### config.mk
export PLATFORM = sky130hd
export DESIGN_NAME = hbg_gate_logic
export DESIGN_NICKNAME = d
export VERILOG_FILES = /design/src/hdl/hbg_pkg.sv /design/src/hdl/hbg_hb_if.sv /design/src/hdl/hbg_gate_logic.sv /design/src/hdl/hbg_half_bridge.sv
export VERILOG_INCLUDE_DIRS = /design/src /design/src/hdl
export SDC_FILE = /design/constraint.sdc
export NUM_CORES = 1
export LEC_CHECK = 0
export ABC_CLOCK_PERIOD_IN_PS = 1850
export BUFFER_PORTS_ARGS = -buffer_cell sky130_fd_sc_hd__clkbuf_2
export CAP_MARGIN = 30
export CORE_ASPECT_RATIO = 0.7
export CORE_MARGIN = 2
export CORE_UTILIZATION = 25
export CTS_BUF_LIST = sky130_fd_sc_hd__clkbuf_4 sky130_fd_sc_hd__clkbuf_8 sky130_fd_sc_hd__clkbuf_16
export CTS_CLUSTER_SIZE = 24
export DETAILED_ROUTE_END_ITERATION = 16
export GPL_ROUTABILITY_DRIVEN = 1
export SLEW_MARGIN = 20
export SYNTH_ARGS = -nofsm -noshare
export SYNTH_HDL_FRONTEND = slang
export SYNTH_HIERARCHICAL = 1
export SYNTH_SLANG_ARGS = --single-unit
export TNS_END_PERCENT = 5
### constraint.sdc
create_clock -name i_clk -period 1.85 [get_ports i_clk]
set_input_delay 0.37 -clock i_clk [delete_from_list [all_inputs] [get_ports i_clk]]
set_output_delay 0.37 -clock i_clk [all_outputs]
set_load 0.05 [all_outputs]
### src/hdl/hbg_regs.svh
// Purpose: register map, field positions and timing counts of the gate logic
// Assumes: 100 MHz clock; APB byte addresses, one 32-bit word per register
// Notes:   definitions only
`ifndef HBG_REGS_SVH
`define HBG_REGS_SVH

// Clock and disable-pulse timing
`define HBG_CLK_NS         10
`define HBG_CLR_MIN_NS     3100
`define HBG_CLR_MAX_NS     3600
`define HBG_SHUT_NS        7000
`define HBG_CLR_MIN_CYC    ((`HBG_CLR_MIN_NS + `HBG_CLK_NS - 1) / `HBG_CLK_NS)
`define HBG_CLR_MAX_CYC    (`HBG_CLR_MAX_NS / `HBG_CLK_NS)
`define HBG_SHUT_CYC       ((`HBG_SHUT_NS + `HBG_CLK_NS - 1) / `HBG_CLK_NS)

// Register offsets
`define HBG_OFF_DEAD       8'h00
`define HBG_OFF_STATE      8'h04
`define HBG_OFF_IRQ_STAT   8'h08
`define HBG_OFF_IRQ_EN     8'h0C
`define HBG_OFF_IRQ_CLR    8'h10

// Reset values
`define HBG_DEAD_RST       32'h0000_000A
`define HBG_IRQ_EN_RST     32'h0000_0000

// State register fields
`define HBG_ST_GATE_LSB    0
`define HBG_ST_SC_LSB      4
`define HBG_ST_SHUT        6
`define HBG_ST_FAULT       7
`define HBG_ST_CAUSE       8

// Interrupt bits
`define HBG_IRQ_FAULT      0
`define HBG_IRQ_SC         1
`define HBG_IRQ_UV         2
`define HBG_IRQ_OT         3
`define HBG_IRQ_CLR        4
`define HBG_IRQ_SHUT       5
`define HBG_IRQ_W          6

// Gate vector positions
`define HBG_G_HA           0
`define HBG_G_LA           1
`define HBG_G_HB           2
`define HBG_G_LB           3

// Commanded gate patterns
`define HBG_CMD_FWD        4'h9
`define HBG_CMD_REV        4'h6
`define HBG_CMD_BRAKE      4'h5

`endif

### src/hdl/hbg_pkg.sv
// Purpose: types and pattern function of the gate logic
// Assumes: hbg_regs.svh holds all numbers
// Notes:   nothing imported by users
`include "hbg_regs.svh"

package hbg_pkg;

  typedef enum logic [1:0] {
    DIS_LOW,
    DIS_HIGH,
    DIS_SHUT
  } hbg_dis_e;

  // Gate pattern commanded by direction and pulse inputs
  function automatic logic [3:0] hbg_cmd(input logic dir, input logic pwm);
    logic [3:0] pat;
    pat = `HBG_CMD_BRAKE;
    if (pwm) begin
      pat = dir ? `HBG_CMD_REV : `HBG_CMD_FWD;
    end
    return pat;
  endfunction

endpackage

### src/hdl/hbg_hb_if.sv
// Purpose: signals between the control core and one half-bridge driver
// Assumes: one clock domain
// Notes:   ctl side commands, drv side drives the gates
`timescale 1ns/1ps

interface hbg_hb_if #(
  parameter int DEAD_W = 8
);
  logic              want_hi;
  logic              want_lo;
  logic [DEAD_W-1:0] dead;
  logic              gate_hi;
  logic              gate_lo;

  modport ctl (output want_hi, output want_lo, output dead,
               input gate_hi, input gate_lo);
  modport drv (input want_hi, input want_lo, input dead,
               output gate_hi, output gate_lo);
endinterface

### src/hdl/hbg_gate_logic.sv
// Purpose: full-bridge gate command logic with protection and APB registers
// Assumes: condition inputs are filtered and synchronous to i_clk
// Notes:   gate order high_a, low_a, high_b, low_b in all vectors
// How it works
// - Pulse high picks diagonal by direction; pulse low, both high gates on.
// - Disable shutdown forces all gates off, nodes floating, both flags released.
// - Undervoltage turns off only affected gates and recovers by itself.
// - Fault flag low while undervoltage or a short-circuit latch blocks a commanded gate, outside shutdown.
// - Undervoltage shutdown also pulls the cause flag low.
// - Short circuit latches its half-bridge off; cause flag stays high.
// - Node of a half-bridge shut by fault is left floating.
// - Overtemperature pulls cause flag low while no commanded gate is blocked, outside shutdown; fault flag and gates stay normal.
// - Disable pulse of 3.1 to 3.6 us clears latched faults, no shutdown.
// - Disable held over 7 us shuts all stages down, gates pulled low.
`timescale 1ns/1ps
`include "hbg_regs.svh"

module hbg_gate_logic #(
  parameter int DEAD_W = 8,
  parameter int CNT_W  = 10
) (
  // Clock and reset
  input  wire logic        i_clk,
  input  wire logic        i_resetn,
  // APB slave
  input  wire logic        i_psel,
  input  wire logic        i_penable,
  input  wire logic        i_pwrite,
  input  wire logic [7:0]  i_paddr,
  input  wire logic [31:0] i_pwdata,
  output logic      [31:0] o_prdata,
  output logic             o_pready,
  output logic             o_pslverr,
  // Controller inputs
  input  wire logic        i_dir,
  input  wire logic        i_pwm,
  input  wire logic        i_deadtime_disable_in,
  // Protection conditions
  input  wire logic [3:0]  i_undervoltage_cond,
  input  wire logic [3:0]  i_short_circuit_cond,
  input  wire logic        i_overtemp_cond,
  // Gate commands
  output logic             o_high_gate_a,
  output logic             o_low_gate_a,
  output logic             o_high_gate_b,
  output logic             o_low_gate_b,
  // Bridge nodes
  output logic             o_bridge_node_a,
  output logic             o_bridge_node_a_oe,
  output logic             o_bridge_node_b,
  output logic             o_bridge_node_b_oe,
  // Open-drain flags
  output logic             o_fault_flag_n_out,
  output logic             o_fault_flag_n_oe,
  output logic             o_cause_flag_n_out,
  output logic             o_cause_flag_n_oe,
  // Interrupt
  output logic             o_irq
);

  if (CNT_W < 2 || `HBG_SHUT_CYC >= (1 << CNT_W)) begin : g_chk
    $error("CNT_W too small for disable timing");
  end

  localparam logic [CNT_W-1:0] CNT_ONE = CNT_W'(1);
  localparam logic [CNT_W-1:0] MIN_C   = CNT_W'(`HBG_CLR_MIN_CYC);
  localparam logic [CNT_W-1:0] MAX_C   = CNT_W'(`HBG_CLR_MAX_CYC);
  localparam logic [CNT_W-1:0] SHUT_C  = CNT_W'(`HBG_SHUT_CYC);

  // Disable tracker
  hbg_pkg::hbg_dis_e dis_state;
  hbg_pkg::hbg_dis_e next_dis_state;
  logic [CNT_W-1:0]  dis_cnt;
  logic [CNT_W-1:0]  next_dis_cnt;
  logic              clr_pulse;
  logic              enter_shut;

  always_comb begin
    next_dis_state = dis_state;
    next_dis_cnt   = dis_cnt;
    clr_pulse      = 1'b0;
    enter_shut     = 1'b0;
    unique case (dis_state)
      hbg_pkg::DIS_LOW: begin
        if (i_deadtime_disable_in) begin
          next_dis_state = hbg_pkg::DIS_HIGH;
          next_dis_cnt   = CNT_ONE;
        end
      end
      hbg_pkg::DIS_HIGH: begin
        if (i_deadtime_disable_in) begin
          if (dis_cnt == SHUT_C - CNT_ONE) begin
            next_dis_state = hbg_pkg::DIS_SHUT;
            enter_shut     = 1'b1;
          end else begin
            next_dis_cnt = dis_cnt + CNT_ONE;
          end
        end else begin
          clr_pulse      = (dis_cnt >= MIN_C) && (dis_cnt <= MAX_C);
          next_dis_state = hbg_pkg::DIS_LOW;
          next_dis_cnt   = '0;
        end
      end
      hbg_pkg::DIS_SHUT: begin
        if (!i_deadtime_disable_in) begin
          next_dis_state = hbg_pkg::DIS_LOW;
          next_dis_cnt   = '0;
        end
      end
    endcase
  end

  always_ff @(posedge i_clk or negedge i_resetn) begin
    if (!i_resetn) begin
      dis_state <= hbg_pkg::DIS_LOW;
      dis_cnt   <= '0;
    end else begin
      dis_state <= next_dis_state;
      dis_cnt   <= next_dis_cnt;
    end
  end

  // Protection and flags
  logic [3:0] cmd;
  logic [3:0] allowed;
  logic [3:0] want;
  logic [3:0] gates;
  logic       shut;
  logic       mismatch;
  logic       uv_hit;
  logic [1:0] sc_set;
  logic [1:0] affected;
  logic [1:0] sc_lat;
  logic [1:0] next_sc_lat;
  logic       fault_oe;
  logic       next_fault_oe;
  logic       cause_oe;
  logic       next_cause_oe;
  logic [1:0] node;
  logic [1:0] next_node;
  logic [1:0] node_oe;
  logic [1:0] next_node_oe;
  logic       uv_prev;
  logic       ot_prev;
  logic [`HBG_IRQ_W-1:0] ev;

  always_comb begin
    cmd      = hbg_pkg::hbg_cmd(i_dir, i_pwm);
    shut     = (dis_state == hbg_pkg::DIS_SHUT);
    sc_set   = {|i_short_circuit_cond[3:2], |i_short_circuit_cond[1:0]};
    // undervoltage masks only its own switch
    allowed  = ~i_undervoltage_cond & ~{{2{sc_lat[1]}}, {2{sc_lat[0]}}};
    want     = shut ? 4'h0 : (cmd & allowed);
    mismatch = !shut && (|(cmd & ~allowed));
    uv_hit   = !shut && (|(cmd & i_undervoltage_cond));
    affected = {sc_lat[1] | (|(cmd[3:2] & i_undervoltage_cond[3:2])),
                sc_lat[0] | (|(cmd[1:0] & i_undervoltage_cond[1:0]))};
    // latch until clear, new fault wins
    next_sc_lat   = (sc_lat & ~{2{clr_pulse | enter_shut}}) | sc_set;
    next_fault_oe = mismatch;
    next_cause_oe = uv_hit || (!shut && i_overtemp_cond && !mismatch);
    // floating node when affected or shut
    next_node_oe  = {2{!shut}} & ~affected;
    next_node     = {cmd[`HBG_G_HB], cmd[`HBG_G_HA]};
    ev = '0;
    ev[`HBG_IRQ_FAULT] = mismatch & ~fault_oe;
    ev[`HBG_IRQ_SC]    = |(sc_set & ~sc_lat);
    ev[`HBG_IRQ_UV]    = uv_hit & ~uv_prev;
    ev[`HBG_IRQ_OT]    = i_overtemp_cond & ~ot_prev;
    ev[`HBG_IRQ_CLR]   = clr_pulse;
    ev[`HBG_IRQ_SHUT]  = enter_shut;
  end

  always_ff @(posedge i_clk or negedge i_resetn) begin
    if (!i_resetn) begin
      sc_lat   <= '0;
      fault_oe <= 1'b0;
      cause_oe <= 1'b0;
      node     <= '0;
      node_oe  <= '0;
      uv_prev  <= 1'b0;
      ot_prev  <= 1'b0;
    end else begin
      sc_lat   <= next_sc_lat;
      fault_oe <= next_fault_oe;
      cause_oe <= next_cause_oe;
      node     <= next_node;
      node_oe  <= next_node_oe;
      uv_prev  <= uv_hit;
      ot_prev  <= i_overtemp_cond;
    end
  end

  // Half-bridge drivers
  logic [DEAD_W-1:0] dead;
  hbg_hb_if #(.DEAD_W(DEAD_W)) hb_a ();
  hbg_hb_if #(.DEAD_W(DEAD_W)) hb_b ();

  assign hb_a.want_hi = want[`HBG_G_HA];
  assign hb_a.want_lo = want[`HBG_G_LA];
  assign hb_a.dead    = dead;
  assign hb_b.want_hi = want[`HBG_G_HB];
  assign hb_b.want_lo = want[`HBG_G_LB];
  assign hb_b.dead    = dead;

  hbg_half_bridge #(.DEAD_W(DEAD_W)) u_hb_a (
    .i_clk    (i_clk),
    .i_resetn (i_resetn),
    .hb       (hb_a.drv)
  );

  hbg_half_bridge #(.DEAD_W(DEAD_W)) u_hb_b (
    .i_clk    (i_clk),
    .i_resetn (i_resetn),
    .hb       (hb_b.drv)
  );

  assign gates = {hb_b.gate_lo, hb_b.gate_hi, hb_a.gate_lo, hb_a.gate_hi};

  // APB registers
  logic [`HBG_IRQ_W-1:0] irq_stat;
  logic [`HBG_IRQ_W-1:0] next_irq_stat;
  logic [`HBG_IRQ_W-1:0] irq_en;
  logic [`HBG_IRQ_W-1:0] next_irq_en;
  logic [`HBG_IRQ_W-1:0] irq_clr;
  logic [DEAD_W-1:0]     next_dead;
  logic [31:0]           prdata;
  logic [31:0]           next_prdata;
  logic                  wr;

  function automatic logic addr_known(input logic [7:0] a);
    return a == `HBG_OFF_DEAD || a == `HBG_OFF_STATE ||
           a == `HBG_OFF_IRQ_STAT || a == `HBG_OFF_IRQ_EN ||
           a == `HBG_OFF_IRQ_CLR;
  endfunction

  always_comb begin
    wr          = i_psel && i_penable && i_pwrite && addr_known(i_paddr);
    next_dead   = dead;
    next_irq_en = irq_en;
    irq_clr     = '0;
    next_prdata = prdata;
    if (wr && i_paddr == `HBG_OFF_DEAD) begin
      next_dead = i_pwdata[DEAD_W-1:0];
    end
    if (wr && i_paddr == `HBG_OFF_IRQ_EN) begin
      next_irq_en = i_pwdata[`HBG_IRQ_W-1:0];
    end
    if (wr && i_paddr == `HBG_OFF_IRQ_CLR) begin
      irq_clr = i_pwdata[`HBG_IRQ_W-1:0];
    end
    // Set wins over clear
    next_irq_stat = (irq_stat & ~irq_clr) | ev;
    if (i_psel && !i_penable) begin
      next_prdata = '0;
      case (i_paddr)
        `HBG_OFF_DEAD:     next_prdata[DEAD_W-1:0] = dead;
        `HBG_OFF_STATE: begin
          next_prdata[`HBG_ST_GATE_LSB +: 4] = gates;
          next_prdata[`HBG_ST_SC_LSB +: 2]   = sc_lat;
          next_prdata[`HBG_ST_SHUT]          = shut;
          next_prdata[`HBG_ST_FAULT]         = fault_oe;
          next_prdata[`HBG_ST_CAUSE]         = cause_oe;
        end
        `HBG_OFF_IRQ_STAT: next_prdata[`HBG_IRQ_W-1:0] = irq_stat;
        `HBG_OFF_IRQ_EN:   next_prdata[`HBG_IRQ_W-1:0] = irq_en;
        default:           next_prdata = '0;
      endcase
    end
  end

  always_ff @(posedge i_clk or negedge i_resetn) begin
    if (!i_resetn) begin
      dead     <= DEAD_W'(`HBG_DEAD_RST);
      irq_en   <= `HBG_IRQ_W'(`HBG_IRQ_EN_RST);
      irq_stat <= '0;
      prdata   <= '0;
    end else begin
      dead     <= next_dead;
      irq_en   <= next_irq_en;
      irq_stat <= next_irq_stat;
      prdata   <= next_prdata;
    end
  end

  // Outputs
  assign o_prdata           = prdata;
  assign o_pready           = 1'b1;
  assign o_pslverr          = i_psel && i_penable && !addr_known(i_paddr);
  assign o_high_gate_a      = gates[`HBG_G_HA];
  assign o_low_gate_a       = gates[`HBG_G_LA];
  assign o_high_gate_b      = gates[`HBG_G_HB];
  assign o_low_gate_b       = gates[`HBG_G_LB];
  assign o_bridge_node_a    = node[0];
  assign o_bridge_node_a_oe = node_oe[0];
  assign o_bridge_node_b    = node[1];
  assign o_bridge_node_b_oe = node_oe[1];
  assign o_fault_flag_n_out = 1'b0;
  assign o_fault_flag_n_oe  = fault_oe;
  assign o_cause_flag_n_out = 1'b0;
  assign o_cause_flag_n_oe  = cause_oe;
  assign o_irq              = |(irq_stat & irq_en);

  // Checks
  a_cmd_map: assert property (
    @(posedge i_clk) disable iff (!i_resetn)
    (i_pwm && !i_dir) |-> cmd == `HBG_CMD_FWD)
    else $error("pattern map wrong for forward");

  a_shut_quiet: assert property (
    @(posedge i_clk) disable iff (!i_resetn)
    (shut && $past(shut)) |-> (gates == 4'h0 && node_oe == 2'b00 &&
                              !fault_oe && !cause_oe))
    else $error("outputs active during shutdown");

  a_uv_recover: assert property (
    @(posedge i_clk) disable iff (!i_resetn)
    (i_undervoltage_cond == 4'h0 && sc_lat == 2'b00 && !shut)
    |-> want == cmd)
    else $error("no self recovery after undervoltage");

  a_fault_flag: assert property (
    @(posedge i_clk) disable iff (!i_resetn)
    mismatch |=> fault_oe)
    else $error("fault flag not pulled on mismatch");

  a_uv_cause: assert property (
    @(posedge i_clk) disable iff (!i_resetn)
    uv_hit |=> (fault_oe && cause_oe))
    else $error("undervoltage not reported");

  a_sc_latched: assert property (
    @(posedge i_clk) disable iff (!i_resetn)
    (sc_lat[0] && $past(sc_lat[0])) |-> !(o_high_gate_a || o_low_gate_a))
    else $error("latched half-bridge a still driven");

  a_node_float: assert property (
    @(posedge i_clk) disable iff (!i_resetn)
    affected[1] |=> !node_oe[1])
    else $error("affected node b still driven");

  a_ot_warn: assert property (
    @(posedge i_clk) disable iff (!i_resetn)
    (i_overtemp_cond && !mismatch && !shut) |=> (cause_oe && !fault_oe))
    else $error("overtemperature warning wrong");

  a_diag_clear: assert property (
    @(posedge i_clk) disable iff (!i_resetn)
    (clr_pulse && sc_set == 2'b00) |=> (sc_lat == 2'b00 && !shut))
    else $error("clearing pulse did not clear latch");

  a_long_dis: assert property (
    @(posedge i_clk) disable iff (!i_resetn)
    (dis_state == hbg_pkg::DIS_HIGH && dis_cnt == SHUT_C - CNT_ONE &&
     i_deadtime_disable_in) |=> shut ##1 (gates == 4'h0))
    else $error("long disable did not shut down");

endmodule // hbg_gate_logic

### src/hdl/hbg_half_bridge.sv
// Purpose: gate pair of one half-bridge with dead interval
// Assumes: want_hi and want_lo never both high
// Notes:   turn-off is immediate, turn-on waits out the dead count
`timescale 1ns/1ps

module hbg_half_bridge #(
  parameter int DEAD_W = 8
) (
  // Clock and reset
  input  wire logic i_clk,
  input  wire logic i_resetn,
  // Commands and gates
  hbg_hb_if.drv     hb
);

  if (DEAD_W < 1 || DEAD_W > 16) begin : g_chk
    $error("DEAD_W out of range");
  end

  logic              gate_hi;
  logic              gate_lo;
  logic [DEAD_W-1:0] cnt;
  logic              next_gate_hi;
  logic              next_gate_lo;
  logic [DEAD_W-1:0] next_cnt;

  always_comb begin
    next_cnt     = (cnt != '0) ? cnt - DEAD_W'(1) : cnt;
    next_gate_hi = gate_hi & hb.want_hi;
    next_gate_lo = gate_lo & hb.want_lo;
    if ((gate_hi & ~hb.want_hi) | (gate_lo & ~hb.want_lo)) begin
      next_cnt = hb.dead;
    end
    if (hb.want_hi && !gate_hi && !gate_lo && cnt == '0) begin
      next_gate_hi = 1'b1;
    end
    if (hb.want_lo && !gate_lo && !gate_hi && cnt == '0) begin
      next_gate_lo = 1'b1;
    end
  end

  always_ff @(posedge i_clk or negedge i_resetn) begin
    if (!i_resetn) begin
      gate_hi <= 1'b0;
      gate_lo <= 1'b0;
      cnt     <= '0;
    end else begin
      gate_hi <= next_gate_hi;
      gate_lo <= next_gate_lo;
      cnt     <= next_cnt;
    end
  end

  assign hb.gate_hi = gate_hi;
  assign hb.gate_lo = gate_lo;

  a_no_overlap: assert property (
    @(posedge i_clk) disable iff (!i_resetn) !(gate_hi && gate_lo))
    else $error("both gates of a half-bridge on");

  a_gap_after_lo: assert property (
    @(posedge i_clk) disable iff (!i_resetn)
    ($fell(gate_lo) || $fell(gate_hi)) |-> !(gate_hi || gate_lo))
    else $error("no dead interval after turn-off");

endmodule // hbg_half_bridge

==> flow_metrics.py <==
metrics = {
    "global_route": {
        "grt_pass1_vias": 3246,
        "grt_remaining_overflow": 0,
        "antenna_found_initial": 0,
        "grt_max_degree": 29,
        "grt_pass1_wl_um": 17120,
        "grt.total_usage_pct": 13.30,
    },
    "worst_hold_path": {
        "hp-class": "input pin to flip-flop",
        "min_from": "i_overtemp_cond",
        "hold_depth": 1,
        "holdPathEnd": "ot_prev",
    },
    "power_and_ir_drop": {
        "ir_worst_vdd_v": 0.0005130,
        "leakagePower_nw": 2.253,
        "power_density_nw_per_um2": 1075,
    },
    "setup_path": {
        "rrSetupSlack_ns": -0.12,
        "crit_chain": "inv_2, ha_4, or3b_4, or4b_4, a221o_1",
        "worst-setup-path-type": "flip-flop to flip-flop",
        "path_max_fanout": 7,
        "cpLargestDelayFamily": "simple AND/OR/NAND/NOR gates",
        "slowest_delay_ns": 0.56,
        "cp.arrival_ns": 2.19,
        "crit_buf_inv": 1,
        "timing.rr.end": "u_hb_b/cnt[1]",
        "r2r_start": "u_hb_b/cnt[0]",
        "start_kind": "flip-flop",
        "reg2reg_depth": 5,
        "end_kind": "flip-flop",
        "crit_required_ns": 2.07,
        "crit_path_top_delay_cell": "or4b_4",
    },
    "timing": {
        "setup_viol": 14,
        "rsz0062_at_grt": "yes",
        "max_freq_mhz": 506.4,
        "period_needed_ns": 1.975,
        "worst_clock_skew_ns": 0.006225,
        "period_share_pct": 106.7,
        "slew_violations": 0,
        "layout_setup_ws_ns": -0.1248,
        "finalHoldViolations": 0,
    },
    "clocking": {
        "cts_tree": "yes",
        "clock_latency_ns": 0.34,
        "clk_pin_slew_ns": 0.06,
        "cts_sinks": 71,
        "cts_inserted_buffers": 9,
        "cts_max_level": 3,
        "clock-root-buffer": "clkbuf_16",
        "clock_path_buffers": 2,
    },
    "die": {
        "core_region_area_um2": 15450,
        "io_pins": 104,
        "die_area_um2": 16770,
        "num_rows": 38,
        "initial_utilization_pct": 25.45,
        "fp.dieH_um": 108.9,
        "dieWidth_um": 153.9,
    },
    "routing": {
        "firstDrtPassIters": 4,
        "vias_per_cell": 4.695,
        "drtIter0Drc": 192,
        "postRouteAntennaNets": 0,
        "drc": 0,
        "wl_per_cell_um": 15.17,
        "vias": 3230,
        "drt-total-wl_um": 10440,
    },
    "flow_run": {
        "maxCapViolations": 0,
    },
    "finish": {
        "fillerInstances": 1556,
        "num_antenna_cells": 0,
        "drive_gt1_share_pct": 35.66,
        "syn2layout_area_growth_pct": 30.00,
        "instances_no_fill": 688,
        "fin_nets": 547,
        "multi_input_area_um2": 2072,
        "seq_area_um2": 1779,
    },
    "logic_synthesis": {
        "syn_area_per_cell_um2": 10.19,
        "syn_inst": 386,
        "synth_edf_count": 0,
        "synthesis.area_um2": 3933,
        "yosysWarnings": 6,
        "async_flop_share_pct": 100.0,
        "ys_seq_area_share_pct": 45.24,
        "ys_ff_latch": 71,
        "ys.flop_type": "dfrtp_1",
        "synth_cell_types": 59,
    },
    "placement": {
        "place_congestion": 0.8359,
        "dp.cells": 669,
        "preCtsSetupSlack_ns": -0.1830,
        "port_buffers": 53,
        "hpwl_um": 8025,
    },
    "run_status": {
        "status": "finished, violations left",
        "violations": "setup timing",
    },
}
==> final cells by class <==
type                    count  area share [%]
clock buffers              13           5.237
clock inverters             3          0.8321
inverters                  15           1.101
multi-input cells         286           40.53
flip-flops and latches     71           34.80
well taps                 200           4.895
repair buffers            100           12.60
==> worst max-delay path by stage <==
| stage | start | to | depth (start not counted) |
|---|---|---|---|
| floorplan | u_hb_a/cnt[0] | u_hb_a/cnt[1] | 6 |
| global placement | u_hb_b/cnt[1] | u_hb_b/cnt[1] | 5 |
| detailed placement | u_hb_b/cnt[1] | u_hb_b/cnt[1] | 5 |
| CTS | u_hb_b/cnt[1] | u_hb_b/cnt[1] | 5 |
| global route | u_hb_a/cnt[1] | u_hb_a/cnt[1] | 5 |
| finish | u_hb_b/cnt[0] | u_hb_b/cnt[1] | 5 |
==> synthesized netlist by cell type (6+ instances only) <==
master	number	area [µm²]
clkbuf_1	8	30.03
inv_1	15	56.30
nor2_1	28	105.1
o21ai_0	28	140.1
mux2i_1	6	60.06
nor4_1	11	68.82
nand2_1	42	157.7
mux4_2	6	135.1
ha_1	7	87.58
nor3_1	12	60.06
a21oi_1	11	55.05
dfrtp_1	69	1727
o21a_1	6	45.04
xnor2_1	7	61.31
buf_4	26	195.2
mux2_2	17	191.4
==> sequential cells by signal, summed over array words and instances (netlist names), 6 cells and up <==
signal,flops
o_prdata,9
dis_cnt,10
u_hb_b/cnt,8
u_hb_a/cnt,8
irq_en,6
dead,8
irq_stat,6
==> layer usage <==
layer / track usage (%) / vias to the layer above / share of wire (%)
met1: 19.05 / 1583 / 49
met4: 3.605 / 0 / 1.3
met2: 19.43 / 100 / 42
li1: - / 1538 / -
met5: 0 / - / 0
met3: 4.094 / 9 / 6.9
==> kinds of logic (layout without fill, tap and decap cells) <==
logic type | Yosys count | in the layout | synth area share, %
compound gates | 80 | 80 | 13.17
simple gates | 135 | 135 | 19.35
mux | 29 | 29 | 9.831
flops | 71 | 71 | 45.24
fa+ha+maj | 7 | 7 | 2.227
buf+inv | 53 | 131 | 7.986
other cells | 2 | 26 | 0.1910
xor+xnor | 9 | 9 | 2.005
==> metrics by stage <==
| step | hold slack (ns) | utilization, % | total power, W | TNS [ns] | area, µm² |
|---|---|---|---|---|---|
| after floorplan | 0.07441 | - | 0.003014 | -2.141 | 4028 |
| after global placement | 0.2778 | 29.95 | 0.003496 | -2.401 | 4628 |
| after detailed placement | 0.2840 | 29.95 | 0.003570 | -3.968 | 4628 |
| after CTS | 0.1891 | 32.50 | 0.005489 | -1.396 | 5022 |
| after global routing | 0.1909 | 33.09 | 0.005855 | -2.227 | 5112 |
| final | 0.1990 | 33.09 | 0.005496 | -0.9949 | 5112 |
==> power by group <==
group | internal, W | switching [W] | leakage, nW
registers | 0.00178 | 0.000223 | 0.903
clock network | 0.00115 | 0.000657 | 0.153
logic | 0.000818 | 0.000875 | 1.20
total | 0.00374 | 0.00176 | 2.25
==> what timing repair did <==
action,in CTS,in global routing
endpoints found under the setup margin,24,27
pin swaps,7,3
endpoints found under the hold margin,8,0
gates resized for setup,15,18
setup buffers,2,0
hold buffers,1,0
==> placed cells by master (no fill, tap or decap), drive strengths merged, types with 3 or more instances in the layout <==
master	count
conb	26
nand2	42
a21o	3
or4	3
buf	48
and3	3
mux4	6
a2111oi	3
nor4bb	3
a21oi	11
nor2	28
nor4	11
o22ai	4
nand3	5
mux2	17
a22oi	5
dfrtp	69
o21a	6
ha	7
nand4	5
mux2i	6
nor3	15
clkbuf	64
a22o	5
o21ai	28
inv	15
xnor2	7
a211oi	3
nor2b	5
(Power assumes the default switching activity.)
